--- config.mk ---
export PLATFORM = sky130hd
export DESIGN_NAME = mclc_top
export DESIGN_NICKNAME = d
export VERILOG_FILES = /design/src/common/mclc_pkg.sv /design/src/hw/mclc_top.sv
export SDC_FILE = /design/constraint.sdc
export NUM_CORES = 1
export LEC_CHECK = 0
export BUFFER_PORTS_ARGS = -buffer_cell sky130_fd_sc_hd__buf_2
export CAP_MARGIN = 20
export CORE_MARGIN = 5
export CORE_UTILIZATION = 56
export CTS_CLUSTER_SIZE = 40
export DETAILED_ROUTE_END_ITERATION = 6
export PLACE_DENSITY = 0.79
export SKIP_CTS_REPAIR_TIMING = 1
export SYNTH_ARGS = -nofsm -noshare
export SYNTH_HDL_FRONTEND = slang
export SYNTH_SLANG_ARGS = --single-unit
--- constraint.sdc ---
create_clock -name aclk -period 2.3 [get_ports aclk]
set_input_delay 0.115 -clock aclk [delete_from_list [all_inputs] [get_ports aclk]]
set_output_delay 0.115 -clock aclk [all_outputs]
set_load 0.03 [all_outputs]
--- src/common/mclc_pkg.sv ---
// Constants shared by the media converter link control block
package mclc_pkg;
    // Clock and indicator timing
    localparam int CLK_HZ       = 20_000_000;
    localparam int FLASH_MS     = 50;
    localparam int FLASH_CYCLES = CLK_HZ / 1000 * FLASH_MS;
    localparam int CNT_W        = 20;
    localparam int SYNC_DLY     = 3;
    localparam int DLY_W        = 2;

    // Configuration switch positions, 1 = ON
    localparam int NUM_SW    = 6;
    localparam int SW_NEG    = 0;
    localparam int SW_SPEED  = 1;
    localparam int SW_DUPLEX = 2;
    localparam int SW_PAUSE  = 3;
    localparam int SW_UNUSED = 4;
    localparam int SW_PROP   = 5;

    // Register byte offsets
    localparam logic [7:0] REG_CONFIG  = 8'h00;
    localparam logic [7:0] REG_STATUS  = 8'h04;
    localparam logic [7:0] REG_CONTROL = 8'h08;

    // Control fields and reset value
    localparam int          CTRL_LED_EN = 0;
    localparam logic [31:0] CTRL_RST    = 32'h0000_0001;

    // Status bit positions
    localparam int ST_CU_LINK  = 0;
    localparam int ST_CU_100   = 1;
    localparam int ST_CU_FULL  = 2;
    localparam int ST_FX_LIGHT = 3;
    localparam int ST_FAR_FLT  = 4;
    localparam int ST_LFP_DOWN = 5;
    localparam int ST_REM_FLT  = 6;
    localparam int ST_CFG_DONE = 7;

    // AXI responses
    localparam logic [1:0] RESP_OKAY   = 2'h0;
    localparam logic [1:0] RESP_SLVERR = 2'h2;
endpackage

--- src/hw/mclc_top.sv ---
// Link control, indicators and register slave of the media converter
`timescale 1ns/10ps
`default_nettype none
module mclc_top
    import mclc_pkg::*;
#(
    parameter int FLASH_CYCLES_P = FLASH_CYCLES
) (
    input  wire logic              aclk,
    input  wire logic              aresetn,
    input  wire logic [7:0]        s_axi_awaddr,
    input  wire logic              s_axi_awvalid,
    output logic                   s_axi_awready,
    input  wire logic [31:0]       s_axi_wdata,
    input  wire logic [3:0]        s_axi_wstrb,
    input  wire logic              s_axi_wvalid,
    output logic                   s_axi_wready,
    output logic [1:0]             s_axi_bresp,
    output logic                   s_axi_bvalid,
    input  wire logic              s_axi_bready,
    input  wire logic [7:0]        s_axi_araddr,
    input  wire logic              s_axi_arvalid,
    output logic                   s_axi_arready,
    output logic [31:0]            s_axi_rdata,
    output logic [1:0]             s_axi_rresp,
    output logic                   s_axi_rvalid,
    input  wire logic              s_axi_rready,
    input  wire logic [NUM_SW-1:0] switch_on,
    input  wire logic              cu_link_up,
    input  wire logic              cu_speed_100,
    input  wire logic              cu_full_duplex,
    input  wire logic              cu_activity,
    input  wire logic              fx_light,
    input  wire logic              fx_activity,
    input  wire logic              fx_fault_rx,
    output logic                   cu_autoneg_en,
    output logic                   cu_fixed_100,
    output logic                   cu_fixed_full,
    output logic                   pause_en,
    output logic                   cu_link_enable,
    output logic                   fx_tx_enable,
    output logic                   fx_fault_tx,
    output logic                   led_cu_yellow,
    output logic                   led_cu_green,
    output logic                   led_duplex,
    output logic                   led_fx_link,
    output logic                   led_remote_fault
);
    localparam int NIN = 7;
    localparam int I_LINK = 0, I_100 = 1, I_FULL = 2, I_CACT = 3;
    localparam int I_LIGHT = 4, I_FACT = 5, I_FAR = 6;
    localparam logic [CNT_W-1:0] FLASH_LD = CNT_W'(FLASH_CYCLES_P - 1);
    localparam logic [CNT_W-1:0] FLASH_HALF = CNT_W'(FLASH_CYCLES_P / 2);

    typedef struct packed {
        logic [NUM_SW-1:0] sw_s1;
        logic [NUM_SW-1:0] sw_s2;
        logic [NIN-1:0]    in_s1;
        logic [NIN-1:0]    in_s2;
        logic [NIN-1:0]    in_d;
        logic [DLY_W-1:0]  dly;
        logic              cfg_done;
        logic [NUM_SW-1:0] cfg;
        logic [CNT_W-1:0]  cu_cnt;
        logic [CNT_W-1:0]  fx_cnt;
        logic [4:0]        led;
        logic [31:0]       ctrl;
        logic              aw_got;
        logic              w_got;
        logic [7:0]        awaddr;
        logic [31:0]       wdata;
        logic [3:0]        wstrb;
        logic              bvalid;
        logic [1:0]        bresp;
        logic              rvalid;
        logic [31:0]       rdata;
        logic [1:0]        rresp;
    } mclc_state_type;

    mclc_state_type r, n;
    logic lfp_en, lfp_down, cu_act_edge, fx_act_edge;
    logic [31:0] status_w;

    // Offset decode shared by the read and write paths
    function automatic logic is_mapped(input logic [7:0] a);
        return (a == REG_CONFIG) || (a == REG_STATUS) || (a == REG_CONTROL);
    endfunction

    ////////////////////////////////////////////////////////////////////////
    // Derived link state, all from synchronised inputs
    // propagation enable from switch
    assign lfp_en   = r.cfg_done && !r.cfg[SW_PROP];
    // either segment lost shuts the path
    assign lfp_down = lfp_en && (!r.in_s2[I_LINK] || !r.in_s2[I_LIGHT]);
    assign cu_act_edge = r.in_s2[I_CACT] && !r.in_d[I_CACT];
    assign fx_act_edge = r.in_s2[I_FACT] && !r.in_d[I_FACT];

    // Live view for software
    always_comb begin
        status_w = '0;
        status_w[ST_CU_LINK]  = r.in_s2[I_LINK];
        status_w[ST_CU_100]   = r.in_s2[I_100];
        status_w[ST_CU_FULL]  = r.in_s2[I_FULL];
        status_w[ST_FX_LIGHT] = r.in_s2[I_LIGHT];
        status_w[ST_FAR_FLT]  = r.in_s2[I_FAR];
        status_w[ST_LFP_DOWN] = lfp_down;
        status_w[ST_REM_FLT]  = r.led[4];
        status_w[ST_CFG_DONE] = r.cfg_done;
    end

    ////////////////////////////////////////////////////////////////////////
    // Next-state logic
    always_comb begin
        n = r;
        // Two-stage synchronisers; edges seen on the second stage only
        n.sw_s1 = switch_on;
        n.sw_s2 = r.sw_s1;
        n.in_s1 = {fx_fault_rx, fx_activity, fx_light, cu_activity,
                   cu_full_duplex, cu_speed_100, cu_link_up};
        n.in_s2 = r.in_s1;
        n.in_d  = r.in_s2;
        // latch once, later moves are ignored
        if (!r.cfg_done) begin
            if (r.dly == DLY_W'(SYNC_DLY - 1)) begin
                n.cfg_done = 1'b1;
                n.cfg      = r.sw_s2;
                n.cfg[SW_UNUSED] = 1'b0;
            end else begin
                n.dly = r.dly + DLY_W'(1);
            end
        end
        // stretch each burst to a full flash
        if (r.cu_cnt != '0) begin
            n.cu_cnt = r.cu_cnt - CNT_W'(1);
        end else if (cu_act_edge) begin
            n.cu_cnt = FLASH_LD;
        end
        if (r.fx_cnt != '0) begin
            n.fx_cnt = r.fx_cnt - CNT_W'(1);
        end else if (fx_act_edge) begin
            n.fx_cnt = FLASH_LD;
        end
        // Indicators: off phase is the first half of a flash, less one cycle
        n.led = '0;
        if (r.cfg_done && r.ctrl[CTRL_LED_EN]) begin
            // link lamps dark while propagation holds the path
            if (r.in_s2[I_LINK] && !lfp_down) begin
                // colour by speed, blink on traffic
                n.led[0] = !r.in_s2[I_100] && !(r.cu_cnt > FLASH_HALF);
                n.led[1] = r.in_s2[I_100] && !(r.cu_cnt > FLASH_HALF);
                n.led[2] = r.in_s2[I_FULL];
            end
            n.led[3] = r.in_s2[I_LIGHT] && !lfp_down && !(r.fx_cnt > FLASH_HALF);
            // peer reports no light from us
            // own copper failure marks this end
            n.led[4] = r.in_s2[I_FAR] || (lfp_en && !r.in_s2[I_LINK]);
        end
        // Write channel: address and data taken in either order
        if (s_axi_awvalid && s_axi_awready) begin
            n.aw_got = 1'b1;
            n.awaddr = s_axi_awaddr;
        end
        if (s_axi_wvalid && s_axi_wready) begin
            n.w_got = 1'b1;
            n.wdata = s_axi_wdata;
            n.wstrb = s_axi_wstrb;
        end
        if (r.aw_got && r.w_got) begin
            n.aw_got = 1'b0;
            n.w_got  = 1'b0;
            n.bvalid = 1'b1;
            n.bresp  = is_mapped(r.awaddr) ? RESP_OKAY : RESP_SLVERR;
            if (r.awaddr == REG_CONTROL) begin
                for (int b = 0; b < 4; b++) begin
                    if (r.wstrb[b]) begin
                        n.ctrl[b*8 +: 8] = r.wdata[b*8 +: 8];
                    end
                end
            end
        end else if (r.bvalid && s_axi_bready) begin
            n.bvalid = 1'b0;
        end
        // Read channel, one cycle to data
        if (s_axi_arvalid && s_axi_arready) begin
            n.rvalid = 1'b1;
            n.rresp  = is_mapped(s_axi_araddr) ? RESP_OKAY : RESP_SLVERR;
            case (s_axi_araddr)
                REG_CONFIG:  n.rdata = {{(32-NUM_SW){1'b0}}, r.cfg};
                REG_STATUS:  n.rdata = status_w;
                REG_CONTROL: n.rdata = r.ctrl;
                default:     n.rdata = '0;
            endcase
        end else if (r.rvalid && s_axi_rready) begin
            n.rvalid = 1'b0;
        end
    end

    // State register; control defaults restored on reset
    always_ff @(posedge aclk) begin
        if (!aresetn) begin
            r      <= '0;
            r.ctrl <= CTRL_RST;
        end else begin
            r <= n;
        end
    end

    ////////////////////////////////////////////////////////////////////////
    // Outputs
    assign s_axi_awready = !r.aw_got && !r.bvalid;
    assign s_axi_wready  = !r.w_got && !r.bvalid;
    assign s_axi_bvalid  = r.bvalid;
    assign s_axi_bresp   = r.bresp;
    assign s_axi_arready = !r.rvalid;
    assign s_axi_rvalid  = r.rvalid;
    assign s_axi_rdata   = r.rdata;
    assign s_axi_rresp   = r.rresp;

    assign cu_autoneg_en = r.cfg_done && !r.cfg[SW_NEG];
    // speed switch only in fixed mode
    assign cu_fixed_100  = r.cfg_done && r.cfg[SW_NEG] && !r.cfg[SW_SPEED];
    // duplex switch only in fixed mode
    assign cu_fixed_full = r.cfg_done && r.cfg[SW_NEG] && !r.cfg[SW_DUPLEX];
    // pause frames pass only with the switch ON
    assign pause_en      = r.cfg_done && r.cfg[SW_PAUSE];
    // fiber loss drops copper, copper loss drops fiber
    assign cu_link_enable = r.cfg_done && !(lfp_en && !r.in_s2[I_LIGHT]);
    assign fx_tx_enable   = r.cfg_done && !(lfp_en && !r.in_s2[I_LINK]);
    // report lost light back to the peer
    assign fx_fault_tx   = r.cfg_done && !r.in_s2[I_LIGHT];
    assign led_cu_yellow    = r.led[0];
    assign led_cu_green     = r.led[1];
    assign led_duplex       = r.led[2];
    assign led_fx_link      = r.led[3];
    assign led_remote_fault = r.led[4];
endmodule
`default_nettype wire

==> metrics.md, run 1 <==
| Metric | Value |
|---|---|
| Status | finished clean |
| Slowest stage delay, CP | 400 ps |
| IO Pins | 125 |
| GRT Util Overall | 0.213 |
| Largest net degree at the start of global routing | 58 |
| Vias | 6845 |
| Std-Cell Rows | 43 |
| Port Buf Inserts | 121 |
| Leak Pwr | 4.17 nW |
| Seq pwr share | 0.399 |
| Number of global-route vias before repair | 6066 |
| CP Launch Type | register |
| Max-cap violation count | 0 |
| Mapped Cells | 896 |
| Slew @ Worst Pin | 549 ps |
| Design Power | 10.6 mW |
| CTS tree | built |
| Clock Power Share | 0.288 |
| Synth area leaders | dfxtp_1 48%, mux2i_1 6.4%, nand2_1 6.3%, a21oi_1 4.5%, nor2_1 4.3% |
| Area after DPL | 8520 um^2 |
| Final period utilization | 0.885 |
| Post-synth EDFFs | 0 |
| Dpl hpwl | 12.0 mm |
| Post-synthesis compound-gate area fraction | 0.146 |
| Arr. time, crit path | 2340 ps |
| Synth async-reset ratio | 0 |
| Yosys warnings | 0 |
| Post-Synth Simple-Gate Area | 0.237 |
| Synth unique cells | 66 |
| Final GP Congestion | 0.860 |
| Final core utilization | 0.696 |
| Final Hold Viols | 0 |
| Fin. max-slew vios | 0 |
| WL per Instance | 15.8 um |
| Antenna violation net count after detailed routing | 0 |
| Commonest non-fill, non-tap cells in the layout | 193 x dfxtp_1, 134 x nand2_1, 121 x buf_2 |
| Initial Util | 0.574 |
| Psw | 3.85 mW |
| Worst-path cell chain | inv_1 -> ha_1 -> nor4b_4 -> nand4_1 -> o41ai_1 -> a21oi_1 |
| Nets@finish | 1100 |
| Worst hold stages | 3 |
| Mux share of post-synthesis cell area | 0.0636 |
| Fillers | 1077 |
| Clk sink count | 193 |
| Register clock-pin slew on the reported worst setup and hold paths | 70 ps |
| WHS | 13.4 ps |
| Crit path time final | 2040 ps |
| # H-tree levels | 4 |
| Global route overflow | 0 |
| Final instance area | 9730 um^2 |
| Mean number of vias per cell | 5.62 |
| # DRC | 0 |
| CP Capture Type | register |
| CP max FO | 7 |
| Seq cells post-synth | 193 |
| First-pass GRT wire length | 29.1 mm |
| Die W | 130 um |
| Largest family of logic cells by synthesized area | simple AND/OR/NAND/NOR gates |
| Crit path required time | 2610 ps |
| Post-synthesis sequential area ratio | 0.481 |
| Sw Ratio | 0.364 |
| Initial antenna violation count | 0 |
| Internal | 6.72 mW |
| Reg2reg path depth | 6 |
| TritonCTS buffer count | 17 |
| Hold crit path type | in2reg |
| Clock Skews | 10.6 ps |
| FMAX | 491 MHz |
| First-pass DRT Iterations | 5 |
| Syn-to-layout area delta | 21.1% |
| Setup TNS | 0 ps |
| WS Path Type | reg2reg |
| Die Area | 16800 um^2 |
| Main synth FF type | dfxtp_1 |
| Share of the synthesized area in the top cell type | 0.481 |
| Max IR drop VDD | 0.614 mV |
| Syn_area_per_cell | 8.96 um^2 |
| Total core area | 14000 um^2 |
| Initial DRC count | 532 |
| Post-Synth Adder-Cell Area | 0.00467 |
| CTS root buf | clkbuf_16 |
| Ratio of cells with drive above 1 in the final layout | 0.186 |
| Cell taking the most area after synthesis | dfxtp_1 |
| Slowest CP cell | o41ai_1 |
| Combinational share of power | 0.312 |
| Commonest non-fill, non-tap cell in the layout | dfxtp_1 |
| Die Y | 130 um |
| Clk buf depth | 2 |
| Final setup vio count | 0 |
| RSZ-0062 raised after global routing | no |
| Clk_lat worst skew | 430 ps |
| Synth Area in XOR/XNOR | 0.00109 |
| Drt total wl | 19.3 mm |
| Power per cell area | 1090 nW/um^2 |
| Cell Area, Synth | 8030 um^2 |
| Slew margin rel. | 0.633 |
[through the flow]
stage                     worst slack, ps  instances
after detailed placement              303       1128
after floorplan                       373        897
final                                 265       1219
after global placement                363       1128
after global routing                 60.4       1218
after CTS                             271       1160
[critical path, delay by kind of cell (launching register included)]
family,cells,cell delay [ps]
and+or+nand+nor,2,760
AOI/OAI and AO/OA,2,530
DFF,1,340
adders and majority gates,1,220
buffers and inverters,1,60
[flip-flops by register name, summed over array words and instances (netlist names)]
name	cells
r	133
s_axi_rdata	32
n	19
led_cu_green	1
led_cu_yellow	1
led_duplex	1
led_fx_link	1
led_remote_fault	1
s_axi_bresp	1
s_axi_bvalid	1
s_axi_rresp	1
s_axi_rvalid	1
[cell usage after synthesis (3+ instances only)]
master / instances
nor4_1: 9
nor3_1: 16
nand2b_1: 14
buf_4: 36
nor2_1: 93
a211oi_1: 14
nor4b_4: 3
nand4_1: 9
and2_1: 35
nor2b_1: 10
a211o_1: 4
and3_1: 3
clkbuf_1: 34
or2_2: 4
nor4_2: 3
a31oi_1: 7
a21oi_1: 72
or4_1: 3
o31a_1: 6
and4_1: 4
inv_1: 14
o21ai_0: 11
nand3_1: 7
ha_1: 3
buf_1: 4
a22oi_1: 29
buf_2: 11
or3_1: 7
o21a_1: 4
mux2i_1: 51
nor3_2: 3
nand2_1: 134
dfxtp_1: 193
nand4_2: 4
[cell type report]
class | instances | area [um^2] | share of cell area
diodes | 1 | 2.50 | 0.000257
multi-input cells | 604 | 3640 | 0.374
well taps | 180 | 225 | 0.0231
clock buffers | 18 | 429 | 0.0441
inverters | 14 | 55.1 | 0.00566
flip-flops and latches | 193 | 3860 | 0.397
repair buffers | 195 | 1320 | 0.136
clock inverters | 14 | 195 | 0.0201
[final timing paths]
check,from,end,slack (ps)
setup reg to reg,r[141]$_SDFFE_PN0P_,r[157]$_SDFFE_PN0P_,260
hold / removal,s_axi_arvalid,s_axi_rresp[1]$_SDFFE_PN0P_,10
hold reg to reg,n[171]$_SDFF_PN0_,led_cu_yellow$_SDFF_PN0_,430
setup / recovery,r[141]$_SDFFE_PN0P_,r[157]$_SDFFE_PN0P_,260
[metal layers]
metal	up-vias	track usage	routed length [um]
met5	-	0	0
met4	0	0.0630	344
met3	32	0.0524	1340
met2	244	0.338	9460
met1	3216	0.291	8150
li1	3353	-	-
[power groups by stage]
stage	combinational, mW	clock [mW]	sequential, mW
6_report	3.30	3.05	4.22
5_1_grt	3.67	3.25	4.28
4_1_cts	3.17	3.09	4.21
3_5_place_dp	3.14	0	4.28
3_3_place_gp	3.09	0	4.26
2_1_floorplan	2.53	0	4.13
[kinds of logic after synthesis]
kind of cell | Yosys count
muxes | 51
DFF | 193
and+or+nand+nor | 373
buffers and inverters | 100
xor gates and xnor gates | 1
AOI/OAI and AO/OA | 174
other | 1
adders and majority gates | 3
No activity file was read; power rests on OpenSTA's default activity.
==> run 2, diff against run 1 <==
--- a/config.mk
+++ b/config.mk
@@ -5,13 +5,14 @@
 export SDC_FILE = /design/constraint.sdc
 export NUM_CORES = 1
 export LEC_CHECK = 0
+export ABC_AREA = 1
 export BUFFER_PORTS_ARGS = -buffer_cell sky130_fd_sc_hd__buf_2
 export CAP_MARGIN = 20
 export CORE_MARGIN = 5
-export CORE_UTILIZATION = 56
+export CORE_UTILIZATION = 57
 export CTS_CLUSTER_SIZE = 40
 export DETAILED_ROUTE_END_ITERATION = 6
-export PLACE_DENSITY = 0.79
+export PLACE_DENSITY = 0.8
 export SKIP_CTS_REPAIR_TIMING = 1
 export SYNTH_ARGS = -nofsm -noshare
 export SYNTH_HDL_FRONTEND = slang
==> metrics.md, run 2 <==
| Metric | Value |
|---|---|
| Seq cells post-synth | 193 |
| Die Area | 17000 um^2 |
| Most frequent cells after synthesis | 233 x nand2_1, 208 x nor2_1, 193 x dfxtp_1 |
| Slew @ Worst Pin | 783 ps |
| Mux share of post-synthesis cell area | 0 |
| Largest net degree at the start of global routing | 70 |
| CTS root buf | clkbuf_16 |
| WS Path Type | reg2reg |
| Post-synthesis sequential area ratio | 0.469 |
| Syn-to-layout area delta | 17.9% |
| Drt total wl | 19.6 mm |
| Die W | 130 um |
| Leak Pwr | 4.45 nW |
| First-pass DRT Iterations | 6 |
| Max-cap violation count | 0 |
| Nets@finish | 1323 |
| CP top delay family | simple AND/OR/NAND/NOR gates |
| Fin. max-slew vios | 0 |
| Main synth FF type | dfxtp_1 |
| Synth area leaders | dfxtp_1 47%, nand2_1 11%, nor2_1 9.5%, a21oi_1 5.3%, o21ai_0 4.9% |
| Commonest non-fill, non-tap cell in the layout | nand2_1 |
| Synth Area in XOR/XNOR | 0.0181 |
| Total core area | 14400 um^2 |
| CTS tree | built |
| Post-Synth Adder-Cell Area | 0.00455 |
| Slew margin rel. | 0.475 |
| Synth unique cells | 38 |
| Arr. time, crit path | 2200 ps |
| Std-Cell Rows | 44 |
| Clk buf depth | 2 |
| Commonest non-fill, non-tap cells in the layout | 233 x nand2_1, 208 x nor2_1, 193 x dfxtp_1 |
| Power per cell area | 1160 nW/um^2 |
| Dpl hpwl | 13.0 mm |
| Synth async-reset ratio | 0 |
| Place WS | 458 ps |
| Worst-path cell chain | inv_1 -> ha_1 -> nand2_2 -> nor2_4 -> nand3_4 -> nor2_4 -> inv_2 -> nor2_1 -> nor2_1 |
| First-pass GRT wire length | 30.8 mm |
| Crit path required time | 2620 ps |
| Antenna violation net count after detailed routing | 0 |
| Global route overflow | 0 |
| WL per Instance | 13.6 um |
| Max FFs per register | 133 |
| RSZ-0062 raised after global routing | no |
| CP Launch Type | register |
| Die Y | 130 um |
| Share of the synthesized area in the top cell type | 0.469 |
| Vias | 7494 |
| Syn_area_per_cell | 7.31 um^2 |
| Hold crit path type | in2reg |
| Mapped Cells | 1128 |
| Initial Util | 0.574 |
| Initial DRC count | 532 |
| Slowest stage delay, CP | 320 ps |
| Mean number of vias per cell | 5.19 |
| Post-synth EDFFs | 0 |
| Most frequent cell after synthesis | nand2_1 |
| Clk_lat worst skew | 430 ps |
| Final period utilization | 0.816 |
| IO Pins | 125 |
| Cell taking the most area after synthesis | dfxtp_1 |
| Failing checks | hold timing |
| GRT Util Overall | 0.225 |
| Post-Synth Simple-Gate Area | 0.297 |
| Number of global-route vias before repair | 6632 |
| Cell Area, Synth | 8240 um^2 |
| Final Hold Viols | 8 |
| Final GP Congestion | 0.921 |
| # DRC | 0 |
| Slowest CP cell | dfxtp_1 |
| CP Capture Type | register |
| Initial antenna violation count | 0 |
| Register clock-pin slew on the reported worst setup and hold paths | 70 ps |
| Status | complete, but fails checks |
| FMAX | 533 MHz |
| Clock Skews | 12.0 ps |
| CP max FO | 10 |
| Antenna diode count | 0 |
| Ratio of cells with drive above 1 in the final layout | 0.154 |
| Setup TNS | 0 ps |
| WHS | -39.8 ps |
| Worst setup margin | 424 ps |
| Port Buf Inserts | 121 |
| Crit path time final | 1880 ps |
| Biggest register | r |
| Yosys warnings | 0 |
| Worst path bufs/invs | 2 |
| Final setup vio count | 0 |
| Largest family of logic cells by synthesized area | simple AND/OR/NAND/NOR gates |
| TritonCTS buffer count | 17 |
| # H-tree levels | 4 |
| Max IR drop VDD | 0.616 mV |
| Post-synthesis compound-gate area fraction | 0.108 |
| Clk sink count | 193 |
run 2: cell types whose count changed in the layout (fill, tap and decap cells not counted), sizes merged, moves of 17 or more:
cell and change:
nor2 +130, nand2 +103, nand3 +76, inv +73, o21ai +69, mux2i -51, and2 -34, a22oi -29
a21oi +17
run 2: worst paths after layout:
kind | endpoint | cells after the start | slack [ps] | from
worst max-delay path | r[141]$_SDFFE_PN0P_ | 9 | 420 | r[141]$_SDFFE_PN0P_
worst min-delay path | r[68]$_SDFFE_PN0P_ | 3 | -40 | s_axi_wdata[26]
worst max register to register | r[141]$_SDFFE_PN0P_ | 9 | 420 | r[141]$_SDFFE_PN0P_
worst min register to register | n[173]$_SDFF_PN0_ | 2 | 410 | n[180]$_SDFF_PN0_
run 2: worst min-delay path: stages:
cell and delay, ps:
buf_2 80, o21ai_0 80, nor2_1 90
run 2: cell families (layout without fill, tap and decap cells):
family / Yosys count / in the layout
AO/OA/AOI/OAI: 174 / 174
XOR/XNOR: 17 / 17
adder cells (fa/ha/maj): 3 / 3
buffers and inverters: 166 / 297
flip-flops: 193 / 193
other: 1 / 2
AND/OR/NAND/NOR: 574 / 574
run 2: layout make-up:
cell class / instances / area [um^2]
inverter: 90 / 338
multi-input combinational: 770 / 3530
sequential: 193 / 3860
clock inverter: 10 / 119
timing repair buffer: 176 / 1160
tap: 184 / 230
clock buffer: 21 / 480
fill: 1144 / 4650
run 2: report_power, final:
group	switching, mW	total [mW]	internal, mW
Sequential	0.431	4.27	3.84
Combinational	2.66	4.05	1.39
Clock	1.31	2.95	1.64
Total	4.41	11.3	6.87
run 2: stage by stage:
stage	std cells	hold WS, ps	power [mW]	instance area, um^2	utilization
after CTS	1399	-145	11.2	9270	0.645
after global routing	1444	3.99	12.1	9720	0.676
after global placement	1368	300	8.14	8670	0.603
after floorplan	1129	213	7.45	8250	-
final	1444	-39.8	11.3	9720	0.676
after detailed placement	1368	299	8.25	8670	0.603
run 2: metal layers:
layer  wire length [um]  part of all wire  GRT usage
met1               8860              0.45      0.306
met2               9010              0.46      0.353
met3               1360             0.069     0.0553
met4                363             0.019     0.0721
met5                  0                 0          0
==> run 3, diff against run 2 <==
--- a/config.mk
+++ b/config.mk
@@ -9,10 +9,10 @@
 export BUFFER_PORTS_ARGS = -buffer_cell sky130_fd_sc_hd__buf_2
 export CAP_MARGIN = 20
 export CORE_MARGIN = 5
-export CORE_UTILIZATION = 57
+export CORE_UTILIZATION = 51
 export CTS_CLUSTER_SIZE = 40
 export DETAILED_ROUTE_END_ITERATION = 6
-export PLACE_DENSITY = 0.8
+export PLACE_DENSITY = 0.76
 export SKIP_CTS_REPAIR_TIMING = 1
 export SYNTH_ARGS = -nofsm -noshare
 export SYNTH_HDL_FRONTEND = slang
==> constraint.sdc (replaced) <==
create_clock -name aclk -period 1.6 [get_ports aclk]
set_input_delay 0.08 -clock aclk [delete_from_list [all_inputs] [get_ports aclk]]
set_output_delay 0.08 -clock aclk [all_outputs]
set_load 0.03 [all_outputs]
==> metrics.md, run 3 (synthesized netlist as in run 2, its figures left out) <==
| Metric | Value |
|---|---|
| Status | complete, but fails checks |
| Failing checks | hold timing |
| FMAX | 671 MHz |
| First-pass GRT wire length | 31.0 mm |
| Final instance area | 10200 um^2 |
| Clock Skews | 11.3 ps |
| Fin cells | 1519 |
| Max IR drop VDD | 0.956 mV |
| Antenna diode count | 0 |
| Global route overflow | 0 |
| Hold crit path type | in2reg |
| Initial DRC count | 478 |
| Leak Pwr | 4.68 nW |
| First-pass DRT Iterations | 5 |
| Placed cells | 1429 |
| Final setup vio count | 0 |
| Die Area | 18800 um^2 |
| Total core area | 15900 um^2 |
| IO Pins | 125 |
| Drt total wl | 20.0 mm |
| Mean number of vias per cell | 5.01 |
| Dpl hpwl | 13.5 mm |
| Commonest non-fill, non-tap cell in the layout | nand2_1 |
| Worst-path cell chain | inv_1 -> ha_1 -> nand2_2 -> nor2_4 -> nand2_1 -> nor2_4 -> nor2_1 -> nor2_1 -> nor2_1 |
| CTS root buf | clkbuf_16 |
| Max-cap violation count | 0 |
| Final period utilization | 0.931 |
| Clk buf depth | 2 |
| Biggest register | r |
| Crit path required time | 1920 ps |
| # DRC | 0 |
| Largest net degree at the start of global routing | 58 |
| Clk_lat worst skew | 430 ps |
| CP max FO | 5 |
| Slowest stage delay, CP | 310 ps |
| Port Buf Inserts | 121 |
| WS Path Type | reg2reg |
| CP Launch Type | register |
| Commonest non-fill, non-tap cells in the layout | 228 x nand2_1, 204 x nor2_1, 192 x dfxtp_1 |
| Ratio of cells with drive above 1 in the final layout | 0.180 |
| Nets@finish | 1366 |
| GRT Util Overall | 0.205 |
| Area after DPL | 8970 um^2 |
| # H-tree levels | 4 |
| Vias | 7605 |
| Slowest CP cell | dfxtp_1 |
| TritonCTS buffer count | 17 |
| Die Y | 137 um |
| Power per cell area | 1670 nW/um^2 |
| CTS tree | built |
| Place WS | 73.9 ps |
| WL per Instance | 13.2 um |
| Most used cell, CP | nor2_1 |
| Final core utilization | 0.642 |
| Syn-to-layout area delta | 23.6% |
| Clk sink count | 193 |
| Max FFs per register | 133 |
| Setup TNS | 0 ps |
| CP Capture Type | register |
| Initial Util | 0.519 |
| WHS | -40.8 ps |
| Crit path time final | 1490 ps |
| Die W | 137 um |
| Std-Cell Rows | 46 |
| Final GP Congestion | 0.873 |
| Final Hold Viols | 3 |
| Initial antenna violation count | 0 |
| Fin. max-slew vios | 0 |
| Antenna violation net count after detailed routing | 0 |
| Arr. time, crit path | 1810 ps |
| Register clock-pin slew on the reported worst setup and hold paths | 70 ps |
| Number of global-route vias before repair | 6695 |
| Worst setup margin | 111 ps |
==> run 3: cell types whose count changed in the layout (fill, tap and decap cells not counted), sizes merged <==
cell / delta
clkinv: -1
buf: +32
clkinvlp: -1
dlygate4sd3: +11
bufinv: +2
==> run 3: critical path: cells and delay by family (launching register included) <==
family,cells,cell delay [ps]
and+or+nand+nor,7,830
DFF,1,310
adders and majority gates,1,180
buffers and inverters,1,80
==> run 3: final cells by class <==
cell class              count  area [um^2]
well taps                 216          270
inverters                  90          338
clock buffers              21          440
repair buffers            219         1550
clock inverters            10          151
fillers                  1391         5690
flip-flops and latches    193         3860
multi-input cells         770         3580
==> run 3: per-stage QoR <==
step,power [mW],hold slack (ps)
after floorplan,10.7,178
after global placement,12.1,267
after detailed placement,12.3,272
after CTS,16.6,-172
after global routing,18.2,9.55
final,17.0,-40.8
==> run 3: metal layers <==
layer / share of wire / wire, um / global-route usage / vias to the layer above
li1: - / - / - / 3884
met4: 0.020 / 404 / 0.0610 / 0
met3: 0.071 / 1420 / 0.0485 / 42
met5: 0 / 0 / 0 / -
met1: 0.46 / 9240 / 0.286 / 3413
met2: 0.45 / 8970 / 0.315 / 266
==> run 3: where the power goes <==
part	total, mW	switching, mW	internal, mW
logic	6.57	4.11	2.46
clock network	4.32	1.83	2.48
registers	6.11	0.589	5.52
total	17.0	6.53	10.5
==> run 3: final timing paths <==
path | start | end | slack (ps) | cells after the start
worst max-delay path | r[122]$_SDFFE_PN0P_ | r[140]$_SDFFE_PN0P_ | 110 | 9
worst min-delay path | s_axi_wstrb[2] | r[40]$_SDFFE_PN0P_ | -40 | 3
worst max register to register | r[122]$_SDFFE_PN0P_ | r[140]$_SDFFE_PN0P_ | 110 | 9
worst min register to register | n[193]$_SDFF_PN0_ | r[193]$_SDFF_PN0_ | 400 | 2
